===== src/design/ccp_pkg.sv =====
package ccp_pkg;

    // Register indices on the plain register port; printed offset kept for the control register.
    localparam logic [7:0] CTRL_OFFSET      = 8'h17;
    localparam logic [7:0] VALUE_LOW_OFFSET = 8'h15;
    localparam logic [7:0] VALUE_HI_OFFSET  = 8'h16;
    localparam logic [7:0] FLAG_OFFSET      = 8'h0C;
    localparam logic [7:0] ENABLE_OFFSET    = 8'h8C;

    // Field positions.
    localparam int MODE_LSB      = 0;
    localparam int DUTY_LSB      = 4;
    localparam int FLAG_BIT      = 2;
    localparam int OVF_FLAG_BIT  = 0;

    // Reset values.
    localparam logic [7:0] CTRL_RESET  = 8'h00;
    localparam logic [7:0] VALUE_RESET = 8'h00;

    // Mode field encodings.
    localparam logic [3:0] MODE_OFF       = 4'h0;
    localparam logic [3:0] MODE_CAP_FALL  = 4'h4;
    localparam logic [3:0] MODE_CAP_RISE  = 4'h5;
    localparam logic [3:0] MODE_CAP_RISE4 = 4'h6;
    localparam logic [3:0] MODE_CAP_RISE16 = 4'h7;
    localparam logic [3:0] MODE_CMP_SET   = 4'h8;
    localparam logic [3:0] MODE_CMP_CLR   = 4'h9;
    localparam logic [3:0] MODE_CMP_SOFT  = 4'hA;
    localparam logic [3:0] MODE_CMP_TRIG  = 4'hB;

    // Prescaler terminal counts.
    localparam logic [3:0] PRE_TERM4  = 4'h3;
    localparam logic [3:0] PRE_TERM16 = 4'hF;

    typedef struct packed {
        logic [7:0] addr;
        logic [7:0] wdata;
        logic       wr;
        logic       rd;
    } ccp_bus_t;

    typedef struct packed {
        logic       special_trigger;
        logic       start_conversion;
        logic       timer_two_clear;
    } ccp_trig_t;

endpackage : ccp_pkg


===== src/design/ccp_unit.sv =====
// The strobed register port was chosen for this implementation.
`timescale 1ns/1ps
// Notes on behaviour
// Mode field 0000 disables the unit and resets output and prescaler.
// Modes 0100..0111 capture on falling, rising, 4th rising, 16th rising edge.
// Compare 1000 drives output high, 1001 low on match; both set the flag.
// Compare 1010 sets the flag only; pin untouched.
// Compare 1011 sets the flag and pulses the special trigger.
// Mode 11xx selects PWM with up to ten-bit duty resolution.
// Control bits 5:4 hold the two low duty bits in PWM mode.
// A capture copies the full 16-bit timer one count into the value pair.
// Capture sets the event flag; only software clears it.
// A newer capture overwrites the older captured value.
// Edge detection watches the pin level regardless of pin direction.
// Software runs timer one synchronously when using capture or compare.
// Software masks the interrupt and clears the flag around mode changes.
// Prescaler clears when off, in non-capture modes, and on reset.
// Switching between capture prescalers keeps the prescaler count.
// Compare runs continuously; pin action and flag happen together.
// Writing zero to control forces the output latch low.
// The special trigger never sets the timer one overflow flag.
// Software sets pin direction to suit the mode.
// After timer two equals period: clear timer two, set pin unless duty zero, latch duty.
// Pin clears when latched duty equals timer two with two extra low bits.
// In PWM mode the high value byte is read-only, the duty double buffer.
// Duty longer than the period never clears the pin.
// The pin is synchronised before edge detection.
// A compare match acts once per timer one count value.
module ccp_unit
    import ccp_pkg::*;
(
    // Clock and reset.
    input  wire logic        clock,
    input  wire logic        arst_n,
    input  wire logic        clk_en,
    // Register port.
    input  wire logic [7:0]  reg_addr,
    input  wire logic [7:0]  reg_wdata,
    input  wire logic        reg_wr,
    input  wire logic        reg_rd,
    output logic      [7:0]  reg_rdata,
    // Timers.
    input  wire logic [15:0] timer_one_count,
    input  wire logic [7:0]  timer_two_count,
    input  wire logic [7:0]  timer_two_period,
    input  wire logic        timer_two_tick,
    input  wire logic [1:0]  timer_two_sub,
    input  wire logic        adc_enabled,
    // Pin.
    input  wire logic        capture_compare_pin_in,
    output logic             compare_out,
    // Events.
    output logic             unit_event_flag,
    output logic             unit_irq,
    output logic             special_trigger,
    output logic             start_conversion,
    output logic             timer_two_clear,
    output logic             timer_one_overflow_flag
);

    typedef enum logic [3:0] {
        ST_OFF     = 4'b0001,
        ST_CAPTURE = 4'b0010,
        ST_COMPARE = 4'b0100,
        ST_PWM     = 4'b1000
    } ccp_state_t;

    ccp_bus_t   bus;
    ccp_trig_t  trig_reg, trig_next;
    ccp_state_t state;

    logic [7:0]  ctrl_reg, ctrl_next;
    logic [7:0]  vlow_reg, vlow_next;
    logic [7:0]  vhigh_reg, vhigh_next;
    logic [1:0]  duty_lsb_reg, duty_lsb_next;
    logic        flag_reg, flag_next;
    logic        irq_en_reg, irq_en_next;
    logic        out_reg, out_next;
    logic [3:0]  pre_reg, pre_next;
    logic        sync1_reg, sync2_reg, prev_reg;
    logic        prev_next;
    logic        matched_reg, matched_next;
    logic [7:0]  rdata_reg, rdata_next;
    logic [3:0]  mode;
    logic        rise, fall, cap_event, match, fire;
    logic        at_period_reg, at_period_next;
    logic [9:0]  duty_active;
    logic [9:0]  pwm_pos_next;

    assign bus  = '{addr: reg_addr, wdata: reg_wdata, wr: reg_wr, rd: reg_rd};
    assign mode = ctrl_reg[MODE_LSB +: 4];

    always_comb begin
        case (1'b1)
            (mode == MODE_OFF):    state = ST_OFF;
            (mode[3:2] == 2'b01):  state = ST_CAPTURE;
            (mode[3:2] == 2'b10):  state = ST_COMPARE;
            (mode[3:2] == 2'b11):  state = ST_PWM;
            default:               state = ST_OFF;
        endcase
    end

    // The pin is read as a level whatever its direction is.
    always_ff @(posedge clock or negedge arst_n) begin
        if (!arst_n) begin
            sync1_reg <= 1'b0;
            sync2_reg <= 1'b0;
        end else if (clk_en) begin
            sync1_reg <= capture_compare_pin_in;
            sync2_reg <= sync1_reg;
        end
    end

    assign rise  = sync2_reg & ~prev_reg;
    assign fall  = ~sync2_reg & prev_reg;
    assign match = (state == ST_COMPARE) && ({vhigh_reg, vlow_reg} == timer_one_count);
    assign fire  = match && !matched_reg;
    assign duty_active = {vhigh_reg, duty_lsb_reg};
    // The pin is a register, so it must drop on the edge that brings the position to the duty.
    assign pwm_pos_next = {timer_two_count, timer_two_sub} + 10'h001;

    always_comb begin
        cap_event = 1'b0;
        pre_next  = pre_reg;
        if (state != ST_CAPTURE) begin
            pre_next = 4'h0;
        end else begin
            case (mode)
                MODE_CAP_FALL:   cap_event = fall;
                MODE_CAP_RISE:   cap_event = rise;
                MODE_CAP_RISE4: begin
                    if (rise) begin
                        cap_event = (pre_reg[1:0] == PRE_TERM4[1:0]);
                        pre_next  = pre_reg + 4'h1;
                    end
                end
                MODE_CAP_RISE16: begin
                    if (rise) begin
                        cap_event = (pre_reg == PRE_TERM16);
                        pre_next  = pre_reg + 4'h1;
                    end
                end
                default: cap_event = 1'b0;
            endcase
        end
    end

    always_comb begin
        ctrl_next      = ctrl_reg;
        vlow_next      = vlow_reg;
        vhigh_next     = vhigh_reg;
        duty_lsb_next  = duty_lsb_reg;
        flag_next      = flag_reg;
        irq_en_next    = irq_en_reg;
        out_next       = out_reg;
        prev_next      = sync2_reg;
        matched_next   = match;
        trig_next      = '0;
        rdata_next     = 8'h00;
        at_period_next = (timer_two_count == timer_two_period);
        if (bus.wr) begin
            case (bus.addr)
                CTRL_OFFSET:      ctrl_next = {2'b00, bus.wdata[5:0]};
                VALUE_LOW_OFFSET: vlow_next = bus.wdata;
                VALUE_HI_OFFSET: begin
                    if (state != ST_PWM) begin
                        vhigh_next = bus.wdata;
                    end
                end
                FLAG_OFFSET:      flag_next = bus.wdata[FLAG_BIT];
                ENABLE_OFFSET:    irq_en_next = bus.wdata[FLAG_BIT];
                default:          ctrl_next = ctrl_reg;
            endcase
            if (bus.addr == CTRL_OFFSET && bus.wdata[5:0] == 6'h00) begin
                out_next = 1'b0;
            end
        end
        if (bus.rd) begin
            case (bus.addr)
                CTRL_OFFSET:      rdata_next = ctrl_reg;
                VALUE_LOW_OFFSET: rdata_next = vlow_reg;
                VALUE_HI_OFFSET:  rdata_next = vhigh_reg;
                FLAG_OFFSET:      rdata_next = 8'(flag_reg) << FLAG_BIT;
                ENABLE_OFFSET:    rdata_next = 8'(irq_en_reg) << FLAG_BIT;
                default:          rdata_next = 8'h00;
            endcase
        end
        case (state)
            ST_OFF: out_next = 1'b0;
            ST_CAPTURE: begin
                if (cap_event) begin
                    {vhigh_next, vlow_next} = timer_one_count;
                    flag_next = 1'b1;
                end
            end
            ST_COMPARE: begin
                if (fire) begin
                    flag_next = 1'b1;
                    case (mode)
                        MODE_CMP_SET:  out_next = 1'b1;
                        MODE_CMP_CLR:  out_next = 1'b0;
                        MODE_CMP_SOFT: out_next = out_reg;
                        MODE_CMP_TRIG: begin
                            trig_next.special_trigger  = 1'b1;
                            trig_next.start_conversion = adc_enabled;
                        end
                        default:       out_next = out_reg;
                    endcase
                end
            end
            ST_PWM: begin
                // Duty is only taken at period end, so mid-period writes cannot glitch.
                if (timer_two_tick && at_period_reg) begin
                    trig_next.timer_two_clear = 1'b1;
                    vhigh_next    = vlow_reg;
                    duty_lsb_next = ctrl_reg[DUTY_LSB +: 2];
                    out_next      = ({vlow_reg, ctrl_reg[DUTY_LSB +: 2]} != 10'h000);
                end else if (duty_active == pwm_pos_next) begin
                    out_next = 1'b0;
                end
            end
            default: out_next = 1'b0;
        endcase
    end

    always_ff @(posedge clock or negedge arst_n) begin
        if (!arst_n) begin
            ctrl_reg      <= CTRL_RESET;
            vlow_reg      <= VALUE_RESET;
            vhigh_reg     <= VALUE_RESET;
            duty_lsb_reg  <= 2'b00;
            flag_reg      <= 1'b0;
            irq_en_reg    <= 1'b0;
            out_reg       <= 1'b0;
            pre_reg       <= 4'h0;
            prev_reg      <= 1'b0;
            matched_reg   <= 1'b0;
            trig_reg      <= '0;
            rdata_reg     <= 8'h00;
            at_period_reg <= 1'b0;
        end else if (clk_en) begin
            ctrl_reg      <= ctrl_next;
            vlow_reg      <= vlow_next;
            vhigh_reg     <= vhigh_next;
            duty_lsb_reg  <= duty_lsb_next;
            flag_reg      <= flag_next;
            irq_en_reg    <= irq_en_next;
            out_reg       <= out_next;
            pre_reg       <= pre_next;
            prev_reg      <= prev_next;
            matched_reg   <= matched_next;
            trig_reg      <= trig_next;
            rdata_reg     <= rdata_next;
            at_period_reg <= at_period_next;
        end
    end

    assign reg_rdata               = rdata_reg;
    assign compare_out             = out_reg;
    assign unit_event_flag         = flag_reg;
    assign unit_irq                = flag_reg & irq_en_reg;
    assign special_trigger         = trig_reg.special_trigger;
    assign start_conversion        = trig_reg.start_conversion;
    assign timer_two_clear         = trig_reg.timer_two_clear;
    assign timer_one_overflow_flag = 1'b0;

    a_cap_sets_flag: assert property (@(posedge clock) disable iff (!arst_n)
        clk_en && state == ST_CAPTURE && cap_event |=> unit_event_flag)
        else $error("capture did not set flag");
    a_cap_snapshot: assert property (@(posedge clock) disable iff (!arst_n)
        clk_en && state == ST_CAPTURE && cap_event && !bus.wr
        |=> {vhigh_reg, vlow_reg} == $past(timer_one_count))
        else $error("capture value wrong");
    a_off_out_low: assert property (@(posedge clock) disable iff (!arst_n)
        clk_en && state == ST_OFF |=> !compare_out)
        else $error("output not low when off");
    a_pre_cleared: assert property (@(posedge clock) disable iff (!arst_n)
        clk_en && state != ST_CAPTURE |=> pre_reg == 4'h0)
        else $error("prescaler not cleared");
    a_cmp_set_high: assert property (@(posedge clock) disable iff (!arst_n)
        clk_en && fire && mode == MODE_CMP_SET && !bus.wr |=> compare_out && unit_event_flag)
        else $error("compare set failed");
    a_cmp_clr_low: assert property (@(posedge clock) disable iff (!arst_n)
        clk_en && fire && mode == MODE_CMP_CLR && !bus.wr |=> !compare_out && unit_event_flag)
        else $error("compare clear failed");
    a_trig_pulse: assert property (@(posedge clock) disable iff (!arst_n)
        clk_en && fire && mode == MODE_CMP_TRIG |=> special_trigger ##1 !special_trigger[*1])
        else $error("trigger not one pulse");
    a_match_once: assert property (@(posedge clock) disable iff (!arst_n)
        clk_en && special_trigger && $stable(timer_one_count) && clk_en |=> !special_trigger)
        else $error("repeat match action");
    a_ovf_never: assert property (@(posedge clock) disable iff (!arst_n)
        special_trigger |-> !timer_one_overflow_flag)
        else $error("overflow flag set");
    a_pwm_period: assert property (@(posedge clock) disable iff (!arst_n)
        clk_en && state == ST_PWM && timer_two_tick && at_period_reg && !bus.wr
        |=> timer_two_clear && vhigh_reg == $past(vlow_reg))
        else $error("pwm period end wrong");

    c_capture: cover property (@(posedge clock) state == ST_CAPTURE && cap_event);
    c_compare: cover property (@(posedge clock) fire && mode == MODE_CMP_SET);
    c_trigger: cover property (@(posedge clock) special_trigger);
    c_pwm:     cover property (@(posedge clock) state == ST_PWM && timer_two_clear);

endmodule : ccp_unit


===== config.mk =====
export PLATFORM = sky130hd
export DESIGN_NAME = ccp_unit
export DESIGN_NICKNAME = d
export VERILOG_FILES = /design/src/design/ccp_pkg.sv /design/src/design/ccp_unit.sv
export SDC_FILE = /design/constraint.sdc
export NUM_CORES = 1
export LEC_CHECK = 0
export BUFFER_PORTS_ARGS = -buffer_cell sky130_fd_sc_hd__buf_2
export CORE_MARGIN = 2
export CORE_UTILIZATION = 50
export DETAILED_ROUTE_END_ITERATION = 8
export PLACE_DENSITY = 0.75
export REMOVE_ABC_BUFFERS = 1
export SLEW_MARGIN = 10
export SYNTH_ARGS = -nofsm -noshare
export SYNTH_HDL_FRONTEND = slang
export SYNTH_SLANG_ARGS = --single-unit

===== constraint.sdc =====
create_clock -name clock -period 5.2 [get_ports clock]
set_clock_uncertainty 0.1 [all_clocks]
set_input_delay 0.52 -clock clock [delete_from_list [all_inputs] [get_ports clock]]
set_output_delay 0.52 -clock clock [all_outputs]
set_load 0.02 [all_outputs]

==> summary.txt, run 1 <==
Outcome
  • Status: complete, no violations

Logic synthesis
  • Cells after synthesis: 323
  • Most frequent cells after synthesis: 47 x dfrtp_1, 24 x nand2_1, 21 x xor2_1, 18 x mux2_2, 18 x xnor2_1
  • YS warnings: 0
  • Avg Cell Area, Syn: 9.99 sq um
  • Sequential area share after synthesis: 36.5%
  • Netlist cell types: 55
  • Cell with the most instances after synthesis: dfrtp_1
  • Ys async rst share: 100%
  • Share of the synthesized area in the top cell type: 36.5%
  • EDFF count, synth: 0
  • Post-Syn Area: 3230 sq um
  • Flops & latches, synth: 47
  • Synth area leaders: dfrtp_1 36%, mux2_2 6.3%, xor2_1 5.7%
  • Area leader, netlist: dfrtp_1
  • Primary FF master, synth: dfrtp_1

Timing
  • RSZ-0062 raised after global routing: false
  • Final setup violation count: 0
  • Worst Max-Slew Pin Slew: 1.07 ns
  • Final hold violations: 0
  • Final slew viol count: 0
  • Minimum clock period: 2.69 ns
  • Headroom to the max-slew limit: 28.9%
  • Fmax: 0.371 GHz
  • Final worst path period share: 51.8%
  • Setup_tns: 0 ns

Layout
  • Layout cell share with drive strength beyond 1: 27.9%
  • # fillers: 575
  • P&R area growth vs syn: 13.3%
  • ANT cells: 0
  • Final Util: 58.2%
  • Fin cells: 460
  • Nets: 447

Route
  • Via density: 6.45
  • Detail Route Antenna Nets: 0
  • Vias: 2,967
  • Initial DRC count: 313
  • Number of remaining DRC errors: 0
  • Wire length after detailed routing: 8.58 mm
  • Detailed-route wire length per cell: 18.7 microns
  • DRT Pass-1 Iters: 6

Floorplanning
  • Core area: 6280 sq um
  • Initial core utilization: 51.4%
  • Core Rows: 29
  • Die height: 84.3 microns
  • IO Count: 73
  • Full die area: 7110 sq um
  • Width of the die: 84.3 microns

Placed design
  • Detail Placement HPWL: 6.24 mm
  • Dpl cells: 453
  • GPL Wtd Cong: 0.858
  • Number of port buffers: 71

Global route
  • First-pass GRT wire length: 13.8 mm
  • Total grt overflow: 0
  • Antenna violations before repair: 0
  • Total Routing Usage GR: 24.1%
  • Vias in the first global route: 2,700
  • Largest net degree at the start of global routing: 48

CTS
  • Clock sink total: 47
  • CTS buffer count: 5
  • H-tree level count: 2
  • Clock transition at path regs: 0.09 ns
  • Gates resized, CTS repair: 0
  • CTS tree: yes
  • Hold_buf cts: 0
  • Clk_lat worst skew: 0.31 ns
  • Root Buffer: clkbuf_8
  • Postcts setup bufs: 0
  • CTS max path bufs: 2

Worst setup path
  • Largest stage delay, worst path: 0.82 ns
  • Crit-path cells: ha_1 > mux2i_1 > a311oi_1 > o21a_1 > nor3_1 > a22oi_1 > o2bb2ai_1
  • Critical path's slowest cell: nor3_1
  • Crit path max fanout: 21
  • WS Path Type: reg -> reg
  • CP required: 5.32 ns
  • CP endpoint kind: flop
  • Crit path DAT: 2.82 ns
  • Critical Path Start Type: flop

Power
  • PD cells: 225 nW/um^2
  • Overall Power: 823 uW
  • Leakage power total: 0.00163 uW
  • Peak VDD IR: 151 uV

Worst hold path
  • Hold/Removal Path Class: in -> async

Flow run
  • Max-Cap Viols: 0
## cells in the final DEF (no fill, tap or decap), types with 2 or more instances in the layout
cell and instances:
clkbuf_8 5, o21ai_0 11, nand2b_1 5, dfrtp_1 47, a32o_1 7, o31ai_1 2
inv_1 8, a21o_1 5, nand4_1 10, nor4_1 6, o21ai_1 2, xor2_1 21
nor2_1 11, nor2b_1 3, nor3b_1 3, nand2_1 24, nand4b_1 2, nor3_1 9
a21oi_1 5, o2bb2ai_1 17, a221o_1 6, and3_1 2, ha_1 6, mux2_2 18
mux2i_1 4, o211ai_1 4, xnor2_1 18, a22o_1 3, and2_1 2, nor4_2 3
a22oi_1 15, o21a_1 2, nand3_1 6, buf_2 71
## per-layer routing
metal	vias up	wire length [microns]	GRT usage (%)	share of wire, %
met5	-	0	0	0
met3	18	825	5.21	9.6
met1	1424	3670	33.5	43
met2	190	3920	38.5	46
met4	0	160	6.30	1.9
li1	1335	-	-	-
## stage by stage
| stage | worst slack (ns) | hold slack [ns] | cell area [sq um] |
|---|---|---|---|
| after detailed placement | 2.59 | 0.364 | 3550 |
| final | 2.51 | 0.295 | 3660 |
| after floorplan | 2.96 | 0.124 | 3100 |
| after global routing | 2.24 | 0.349 | 3660 |
| after global placement | 2.68 | 0.361 | 3550 |
| after CTS | 2.57 | 0.345 | 3660 |
## critical path, delay by kind of cell (launching register included)
| kind | cells | cell delay [ns] |
|---|---|---|
| fa+ha+maj | 1 | 0.23 |
| flops | 1 | 0.41 |
| mux | 1 | 0.14 |
| simple gates | 1 | 0.82 |
| compound gates | 4 | 0.91 |
## layout make-up
| type | instances | area, sq um | area share [%] |
|---|---|---|---|
| Clock buffer | 6 | 72.6 | 1.98 |
| Clock inverter | 1 | 30.0 | 0.821 |
| Inverter | 8 | 30.0 | 0.821 |
| Multi-Input combinational cell | 250 | 1900 | 51.8 |
| Sequential cell | 47 | 1180 | 32.2 |
| Tap cell | 77 | 96.3 | 2.64 |
| Timing Repair Buffer | 71 | 355 | 9.72 |
## report_power, final
group	switching, uW	total (uW)	internal (uW)
clock network	120	261	141
registers	29.1	411	382
logic	80.6	150	69.4
total	230	823	593
## path summary, 6_finish.rpt
path,endpoint,cells after the start,slack (ns),startpoint
setup / recovery,vlow_reg[0],7,2.51,pre_reg[0]
hold / removal,irq_en_reg,1,0.29,arst_n
setup reg to reg,vlow_reg[0],7,2.51,pre_reg[0]
hold reg to reg,timer_two_clear,1,0.38,timer_two_clear
max in group asynchronous,start_conversion,1,4.04,arst_n
min in group clock,sync1_reg,2,0.34,capture_compare_pin_in
## kinds of logic after synthesis
| group | share of synthesized area [%] |
|---|---|
| buf+inv | 4.77 |
| simple gates | 16.4 |
| compound gates | 21.8 |
| mux | 7.53 |
| xor+xnor | 10.6 |
| flops | 36.5 |
| fa+ha+maj | 2.33 |
| other cells | 0.116 |
Power figures use the tool's default switching activity.
==> run 2: changes to the inputs <==
Settings changed: ABC_AREA set to 1, PLACE_DENSITY 0.75 to 0.73.
Clock period 5.2 ns to 2.71 ns, I/O delays scaled along.
==> run 2 against run 1 <==
Routed wire length increased by 23%. Fmax is 31% higher. Final area up 16%. First-iteration DRC count shrank 8.3%. Hold slack got worse by 0.24 ns. Worst setup slack worse by 1.8 ns. Critical endpoint is now compare_out. Die area rose by 16%. Largest power group unchanged.
==> summary.txt, run 2 <==
Route
  • Detailed-route wire length per cell: 14.1 microns (was 18.7 microns)
  • Initial DRC count: 287 (was 313)
  • Via density: 5.40 (was 6.45)
  • Number of remaining DRC errors: 0 (unchanged)
  • Vias: 4,045 (was 2,967)
  • Detail Route Antenna Nets: 0 (unchanged)
  • DRT Pass-1 Iters: 5 (was 6)
  • Wire length after detailed routing: 10.6 mm (was 8.58 mm)

Worst setup path
  • Crit path from: ctrl_reg[2] (was pre_reg[0])
  • CP required: 2.81 ns (was 5.32 ns)
  • Critical path's slowest cell: dfrtp_1 (was nor3_1)
  • Reg-to-reg slack, setup: 0.66 ns (was 2.51 ns)
  • Largest stage delay, worst path: 0.43 ns (was 0.82 ns)
  • R2R cell count: 13 (was 7)
  • Reg2Reg Capture Point: compare_out (was vlow_reg[0])
  • WS Path Type: reg -> reg (unchanged)
  • Worst path most repeated cell: nand2_1
  • Crit path max fanout: 5 (was 21)
  • Crit path DAT: 2.16 ns (was 2.82 ns)
  • CP endpoint kind: flop (unchanged)
  • Critical Path Start Type: flop (unchanged)
  • R2R Path Start: ctrl_reg[2] (was pre_reg[0])
  • Crit-path cells: inv_1 > ha_1 > inv_1 > a21oi_1 > nand2_1 > nor2_1 > nand3_1 > nor2_1 > nand2_1 > o21ai_0 > nor2_1 > nand2_1 > nand2_1 (was ha_1 > mux2i_1 > a311oi_1 > o21a_1 > nor3_1 > a22oi_1 > o2bb2ai_1)

Worst hold path
  • Hold/Removal Path Class: in -> reg (was in -> async)
  • Hold path cells: 3
  • Hold wc startpoint: capture_compare_pin_in
  • Worst Hold Path EP: sync1_reg

CTS
  • Clock sink total: 47 (unchanged)
  • H-tree level count: 2 (unchanged)
  • Root Buffer: clkbuf_8 (unchanged)
  • CTS tree: yes (unchanged)
  • Gates resized, CTS repair: 0 (unchanged)
  • CTS buffer count: 5 (unchanged)
  • CTS max path bufs: 2 (unchanged)
  • Clock transition at path regs: 0.10 ns (was 0.09 ns)
  • Clk_lat worst skew: 0.31 ns (about the same)

Power
  • Leakage power total: 0.00235 uW (was 0.00163 uW)
  • PD cells: 446 nW/um^2 (was 225 nW/um^2)
  • Peak VDD IR: 207 uV (was 151 uV)

Logic synthesis
  • Netlist cell types: 41 (was 55)
  • Cell with the most instances after synthesis: nand2_1 (was dfrtp_1)
  • EDFF count, synth: 0 (unchanged)
  • Ys async rst share: 100% (unchanged)
  • Post-Synth XOR/XNOR Area: 3.96% (was 10.6%)
  • Main combinational cell family by area after synthesis: simple AND/OR/NAND/NOR gates (was compound AO/OA/AOI/OAI gates)
  • Primary FF master, synth: dfrtp_1 (unchanged)
  • Synth Area in Compound Gates: 15.7% (was 21.8%)
  • Synth area leaders: dfrtp_1 31%, nand2_1 20%, inv_1 8.6% (was dfrtp_1 36%, mux2_2 6.3%, xor2_1 5.7%)
  • YS warnings: 0 (unchanged)
  • Post-Syn Area: 3760 sq um (was 3230 sq um)
  • Avg Cell Area, Syn: 6.41 sq um (was 9.99 sq um)
  • Adder-cell share of the synthesized area: 2.00% (was 2.33%)
  • Area fraction in and, or, nand and nor cells after synthesis: 34.7% (was 16.4%)
  • Area leader, netlist: dfrtp_1 (unchanged)
  • Share of the synthesized area in the top cell type: 31.3% (was 36.5%)
  • Cells after synthesis: 587 (was 323)
  • Flops & latches, synth: 47 (unchanged)
  • Post-synthesis mux area share: 0% (was 7.53%)
  • Sequential area share after synthesis: 31.3% (was 36.5%)
  • Most frequent cells after synthesis: 205 x nand2_1, 86 x inv_1, 47 x dfrtp_1, 47 x nor2_1, 30 x nand3_1 (was 47 x dfrtp_1, 24 x nand2_1, 21 x xor2_1, 18 x mux2_2, 18 x xnor2_1)

Layout
  • Commonest non-fill, non-tap cell in the layout: nand2_1 (was buf_2)
  • Final Util: 58.6% (was 58.2%)
  • P&R area growth vs syn: 13.0% (was 13.3%)
  • Commonest non-fill, non-tap cells in the layout: 205 x nand2_1, 86 x inv_1, 71 x buf_2 (was 71 x buf_2, 47 x dfrtp_1, 24 x nand2_1)
  • Layout cell share with drive strength beyond 1: 15.2% (was 27.9%)
  • ANT cells: 0 (unchanged)
  • Nets: 713 (was 447)
  • # fillers: 731 (was 575)
  • Fin cells: 749 (was 460)

Floorplanning
  • Core area: 7250 sq um (was 6280 sq um)
  • Initial core utilization: 51.9% (was 51.4%)
  • Core Rows: 31 (was 29)
  • Die height: 90.7 microns (was 84.3 microns)
  • Full die area: 8230 sq um (was 7110 sq um)
  • Width of the die: 90.7 microns (was 84.3 microns)
  • IO Count: 73 (unchanged)

Timing
  • Final slew viol count: 0 (unchanged)
  • Setup_tns: 0 ns (unchanged)
  • Final setup violation count: 0 (unchanged)
  • Final hold violations: 0 (unchanged)
  • Worst Max-Slew Pin Slew: 0.895 ns (was 1.07 ns)
  • Fmax: 0.487 GHz (was 0.371 GHz)
  • Minimum clock period: 2.05 ns (was 2.69 ns)
  • Final worst path period share: 75.7% (was 51.8%)
  • Headroom to the max-slew limit: 40.3% (was 28.9%)
  • RSZ-0062 raised after global routing: false (unchanged)

Flow run
  • Max-Cap Viols: 0 (unchanged)

Global route
  • Total grt overflow: 0 (unchanged)
  • Total Routing Usage GR: 26.7% (was 24.1%)
  • First-pass GRT wire length: 17.8 mm (was 13.8 mm)
  • Antenna violations before repair: 0 (unchanged)
  • Largest net degree at the start of global routing: 28 (was 48)
  • Vias in the first global route: 3,814 (was 2,700)

Placed design
  • Detail Placement HPWL: 8.29 mm (was 6.24 mm)
  • Number of port buffers: 71 (unchanged)
  • GPL Wtd Cong: 0.922 (was 0.858)
  • Dpl cells: 740 (was 453)

Outcome
  • Status: complete, no violations (unchanged)
==> run 2: changes by cell type after synthesis, moves of 14 or more <==
cell       previous run  this run
o21ai_0              11        26
mux2_2               18         0
inv_1                 8        86
o2bb2ai_1            17         0
nand2_1              24       205
nand3_1               6        30
xor2_1               21         7
a22oi_1              15         0
nor2_1               11        47
==> run 2: final cells by class <==
class | count | area (sq um) | share of cell area [%]
inverters | 91 | 343 | 8.07
clock inverters | 2 | 13.8 | 0.324
flip-flops and latches | 47 | 1180 | 27.7
well taps | 99 | 124 | 2.91
repair buffers | 75 | 388 | 9.13
clock buffers | 6 | 82.6 | 1.94
multi-input cells | 429 | 2120 | 50.0
==> run 2: worst max-delay path: cells and delay by family (launching register included) <==
kind                       cells  cell delay (ns)
and+or+nand+nor                8             0.62
DFF                            1             0.43
AOI/OAI and AO/OA              2             0.33
adders and majority gates      1             0.26
buffers and inverters          2             0.21
==> run 2: worst max path at each step <==
stage	to
2_1_floorplan	compare_out
3_3_place_gp	start_conversion
3_5_place_dp	start_conversion
4_1_cts	start_conversion
5_1_grt	compare_out
6_report	compare_out
==> run 2: what timing repair did <==
| action | in CTS | in global routing |
|---|---|---|
| hold buffers | 1 | 0 |
| endpoints found under the hold margin | 22 | 0 |
| setup buffers | 0 | 0 |
| endpoints found under the setup margin | 0 | 0 |
==> run 2: cells by family (layout without fill, tap and decap cells) <==
group | Yosys count | count (layout)
adders and majority gates | 6 | 6
DFF | 47 | 47
and+or+nand+nor | 307 | 307
other | 1 | 1
xor gates and xnor gates | 17 | 17
AOI/OAI and AO/OA | 98 | 98
buffers and inverters | 111 | 174
==> run 2: metrics by stage <==
stage          hold WS (ns)  setup slack [ns]  power [uW]  area, sq um
3_5_place_dp          0.177             0.683        1420         4140
2_1_floorplan        -0.125             0.942        1220         3640
5_1_grt              0.0707             0.463        2020         4250
3_3_place_gp          0.173             0.776        1410         4140
4_1_cts              0.0593             0.653        1890         4250
6_report             0.0558             0.658        1900         4250
==> run 2: metal layers <==
metal	global-route usage (%)	wire, microns	vias up
met3	3.67	688	26
met1	35.8	4770	1861
met5	0	0	-
met4	9.10	249	0
met2	44.1	4850	161
li1	-	-	1997
==> run 2: power by group <==
group / internal, uW / leakage [uW] / switching, uW
logic: 216 / 0.00170 / 339
registers: 760 / 0.000605 / 108
clock network: 209 / 0.0000516 / 265
total: 1190 / 0.00235 / 712
==> run 3: changes to the inputs <==
Settings changed: PLACE_DENSITY 0.73 to 0.76.
Clock period 2.71 ns to 1.88 ns, I/O delays scaled along.
==> run 3 against run 2 <==
Fmax is 9.6% higher. Final area is 5.9% higher. Core utilization is 3.5 points higher. Worst setup slack worse by 0.65 ns. Routed wire length is 2.6% higher. Non-clock buffer count is 18 higher. Hold slack better by 0.014 ns. Clock power is 39% higher. Die area stayed put. Combinational power is 61% higher. Sequential power is 42% higher. Critical endpoint unchanged.
==> summary.txt, run 3 (synthesis gave the netlist of run 2 again) <==
Outcome
  • Status: complete, no violations (unchanged)

CTS
  • Clock transition at path regs: 0.09 ns (was 0.10 ns)
  • CTS max path bufs: 2 (unchanged)
  • Clk_lat worst skew: 0.31 ns (about the same)
  • CTS buffer count: 5 (unchanged)
  • Root Buffer: clkbuf_8 (unchanged)
  • CTS tree: yes (unchanged)
  • Clock sink total: 47 (unchanged)
  • H-tree level count: 2 (unchanged)

Worst hold path
  • Hold/Removal Path Class: in -> reg (unchanged)
  • Hold path cells: 3 (unchanged)
  • Worst Hold Path EP: vhigh_reg[4] (was sync1_reg)
  • Hold wc startpoint: timer_one_count[12] (was capture_compare_pin_in)

Floorplanning
  • Full die area: 8230 sq um (unchanged)
  • Core Rows: 31 (unchanged)
  • Width of the die: 90.7 microns (unchanged)
  • Die height: 90.7 microns (unchanged)
  • Core area: 7250 sq um (unchanged)
  • IO Count: 73 (unchanged)
  • Initial core utilization: 51.9% (unchanged)

Layout
  • Fin cells: 767 (was 749)
  • Commonest non-fill, non-tap cells in the layout: 204 x nand2_1, 84 x inv_1, 71 x buf_2 (was 205 x nand2_1, 86 x inv_1, 71 x buf_2)
  • ANT cells: 0 (unchanged)
  • P&R area growth vs syn: 19.7% (was 13.0%)
  • Layout cell share with drive strength beyond 1: 19.3% (was 15.2%)
  • Nets: 732 (was 713)
  • Commonest non-fill, non-tap cell in the layout: nand2_1 (unchanged)

Placed design
  • Dpl cells: 753 (was 740)
  • GPL Wtd Cong: 0.925 (was 0.922)
  • Detail Placement HPWL: 8.43 mm (was 8.29 mm)
  • Number of port buffers: 71 (unchanged)

Route
  • DRT Pass-1 Iters: 6 (was 5)
  • Wire length after detailed routing: 10.8 mm (was 10.6 mm)
  • Number of remaining DRC errors: 0 (unchanged)
  • Vias: 4,112 (was 4,045)
  • Detail Route Antenna Nets: 0 (unchanged)
  • Detailed-route wire length per cell: 14.1 microns (about the same)
  • Initial DRC count: 400 (was 287)
  • Via density: 5.36 (was 5.40)

Global route
  • Largest net degree at the start of global routing: 26 (was 28)
  • First-pass GRT wire length: 17.5 mm (was 17.8 mm)
  • Total grt overflow: 0 (unchanged)
  • Total Routing Usage GR: 26.1% (was 26.7%)
  • Vias in the first global route: 3,633 (was 3,814)
  • Antenna violations before repair: 0 (unchanged)

Timing
  • Final hold violations: 0 (unchanged)
  • Minimum clock period: 1.87 ns (was 2.05 ns)
  • Final worst path period share: 99.7% (was 75.7%)
  • Worst Max-Slew Pin Slew: 0.607 ns (was 0.895 ns)
  • Setup_tns: 0 ns (unchanged)
  • RSZ-0062 raised after global routing: true (was false)
  • Final slew viol count: 0 (unchanged)
  • Fmax: 0.534 GHz (was 0.487 GHz)
  • Headroom to the max-slew limit: 59.6% (was 40.3%)
  • Final setup violation count: 0 (unchanged)

Worst setup path
  • R2R Path Start: ctrl_reg[2] (unchanged)
  • Crit path DAT: 1.98 ns (was 2.16 ns)
  • CP required: 1.98 ns (was 2.81 ns)
  • Reg2Reg Capture Point: compare_out (unchanged)
  • Reg-to-reg slack, setup: 0.006 ns (was 0.66 ns)
  • WS Path Type: reg -> reg (unchanged)
  • CP endpoint kind: flop (unchanged)
  • Crit path max fanout: 2 (was 5)
  • Critical Path Start Type: flop (unchanged)
  • R2R cell count: 13 (unchanged)

Power
  • PD cells: 617 nW/um^2 (was 446 nW/um^2)
  • Leakage power total: 0.00248 uW (was 0.00235 uW)
  • Peak VDD IR: 296 uV (was 207 uV)

Flow run
  • Max-Cap Viols: 0 (unchanged)
[run 3: critical path, stage by stage, from the launching register on]
cell and delay [ns]:
dfrtp_1 0.40, inv_2 0.09, ha_4 0.16, inv_4 0.05, a21oi_2 0.10, nand2_1 0.07, nor2_2 0.15, nand3_1 0.11
nor2_2 0.16, nand2_2 0.09, o21ai_2 0.14, nor2_1 0.05, nand2_1 0.06, nand2_1 0.05
[run 3: power by group]
| group | internal, uW | leakage, uW | switching, uW | total [uW] |
|---|---|---|---|---|
| clock | 297 | 0.0000477 | 361 | 658 |
| combinational | 359 | 0.00183 | 534 | 893 |
| sequential | 1100 | 0.000605 | 131 | 1230 |
| total | 1750 | 0.00248 | 1030 | 2780 |
[run 3: worst max path at each step]
| stage | start | to | slack, ns | depth (start not counted) |
|---|---|---|---|---|
| CTS | ctrl_reg[2] | compare_out | 0.003 | 13 |
| global placement | ctrl_reg[2] | compare_out | -0.15 | 13 |
| detailed placement | ctrl_reg[2] | compare_out | -0.21 | 13 |
| finish | ctrl_reg[2] | compare_out | 0.006 | 13 |
| floorplan | ctrl_reg[2] | compare_out | 0.11 | 13 |
| global route | ctrl_reg[2] | unit_event_flag | -0.05 | 12 |
[run 3: metrics by stage]
stage               hold slack (ns)  instance area [sq um]  total power (uW)  utilization [%]  setup slack, ns
finish                       0.0695                   4500              2780             62.1          0.00649
global placement              0.118                   4280              2060             59.0           -0.146
detailed placement            0.129                   4280              2100             59.0           -0.207
floorplan                    -0.208                   3640              1750                -            0.112
global route                 0.0845                   4500              2960             62.1          -0.0452
CTS                         0.00289                   4410              2750             60.8          0.00273
[run 3: area by class of cell]
| class | count | area [sq um] |
|---|---|---|
| tap | 99 | 124 |
| fill | 704 | 2750 |
| multi-input combinational | 430 | 2200 |
| sequential | 47 | 1180 |
| inverter | 91 | 348 |
| timing repair buffer | 93 | 566 |
| clock buffer | 6 | 82.6 |
| clock inverter | 1 | 8.76 |
[run 3: metal layers]
layer / track usage [%] / up-vias / share of wire [%]
met5: 0 / - / 0
met4: 7.18 / 0 / 2.0
met3: 2.84 / 20 / 6.6
met2: 43.5 / 173 / 47
met1: 36.0 / 1883 / 44
li1: - / 2036 / -
[run 3: repair_timing]
| item | CTS | global route |
|---|---|---|
| endpoints found under the setup margin | 2 | 20 |
| resized for setup | 8 | 14 |
| hold buffers | 2 | 1 |
| buffers inserted | 1 | 2 |
| endpoints found under the hold margin | 25 | 1 |
| gates cloned | 0 | 1 |
| pin swaps | 2 | 8 |
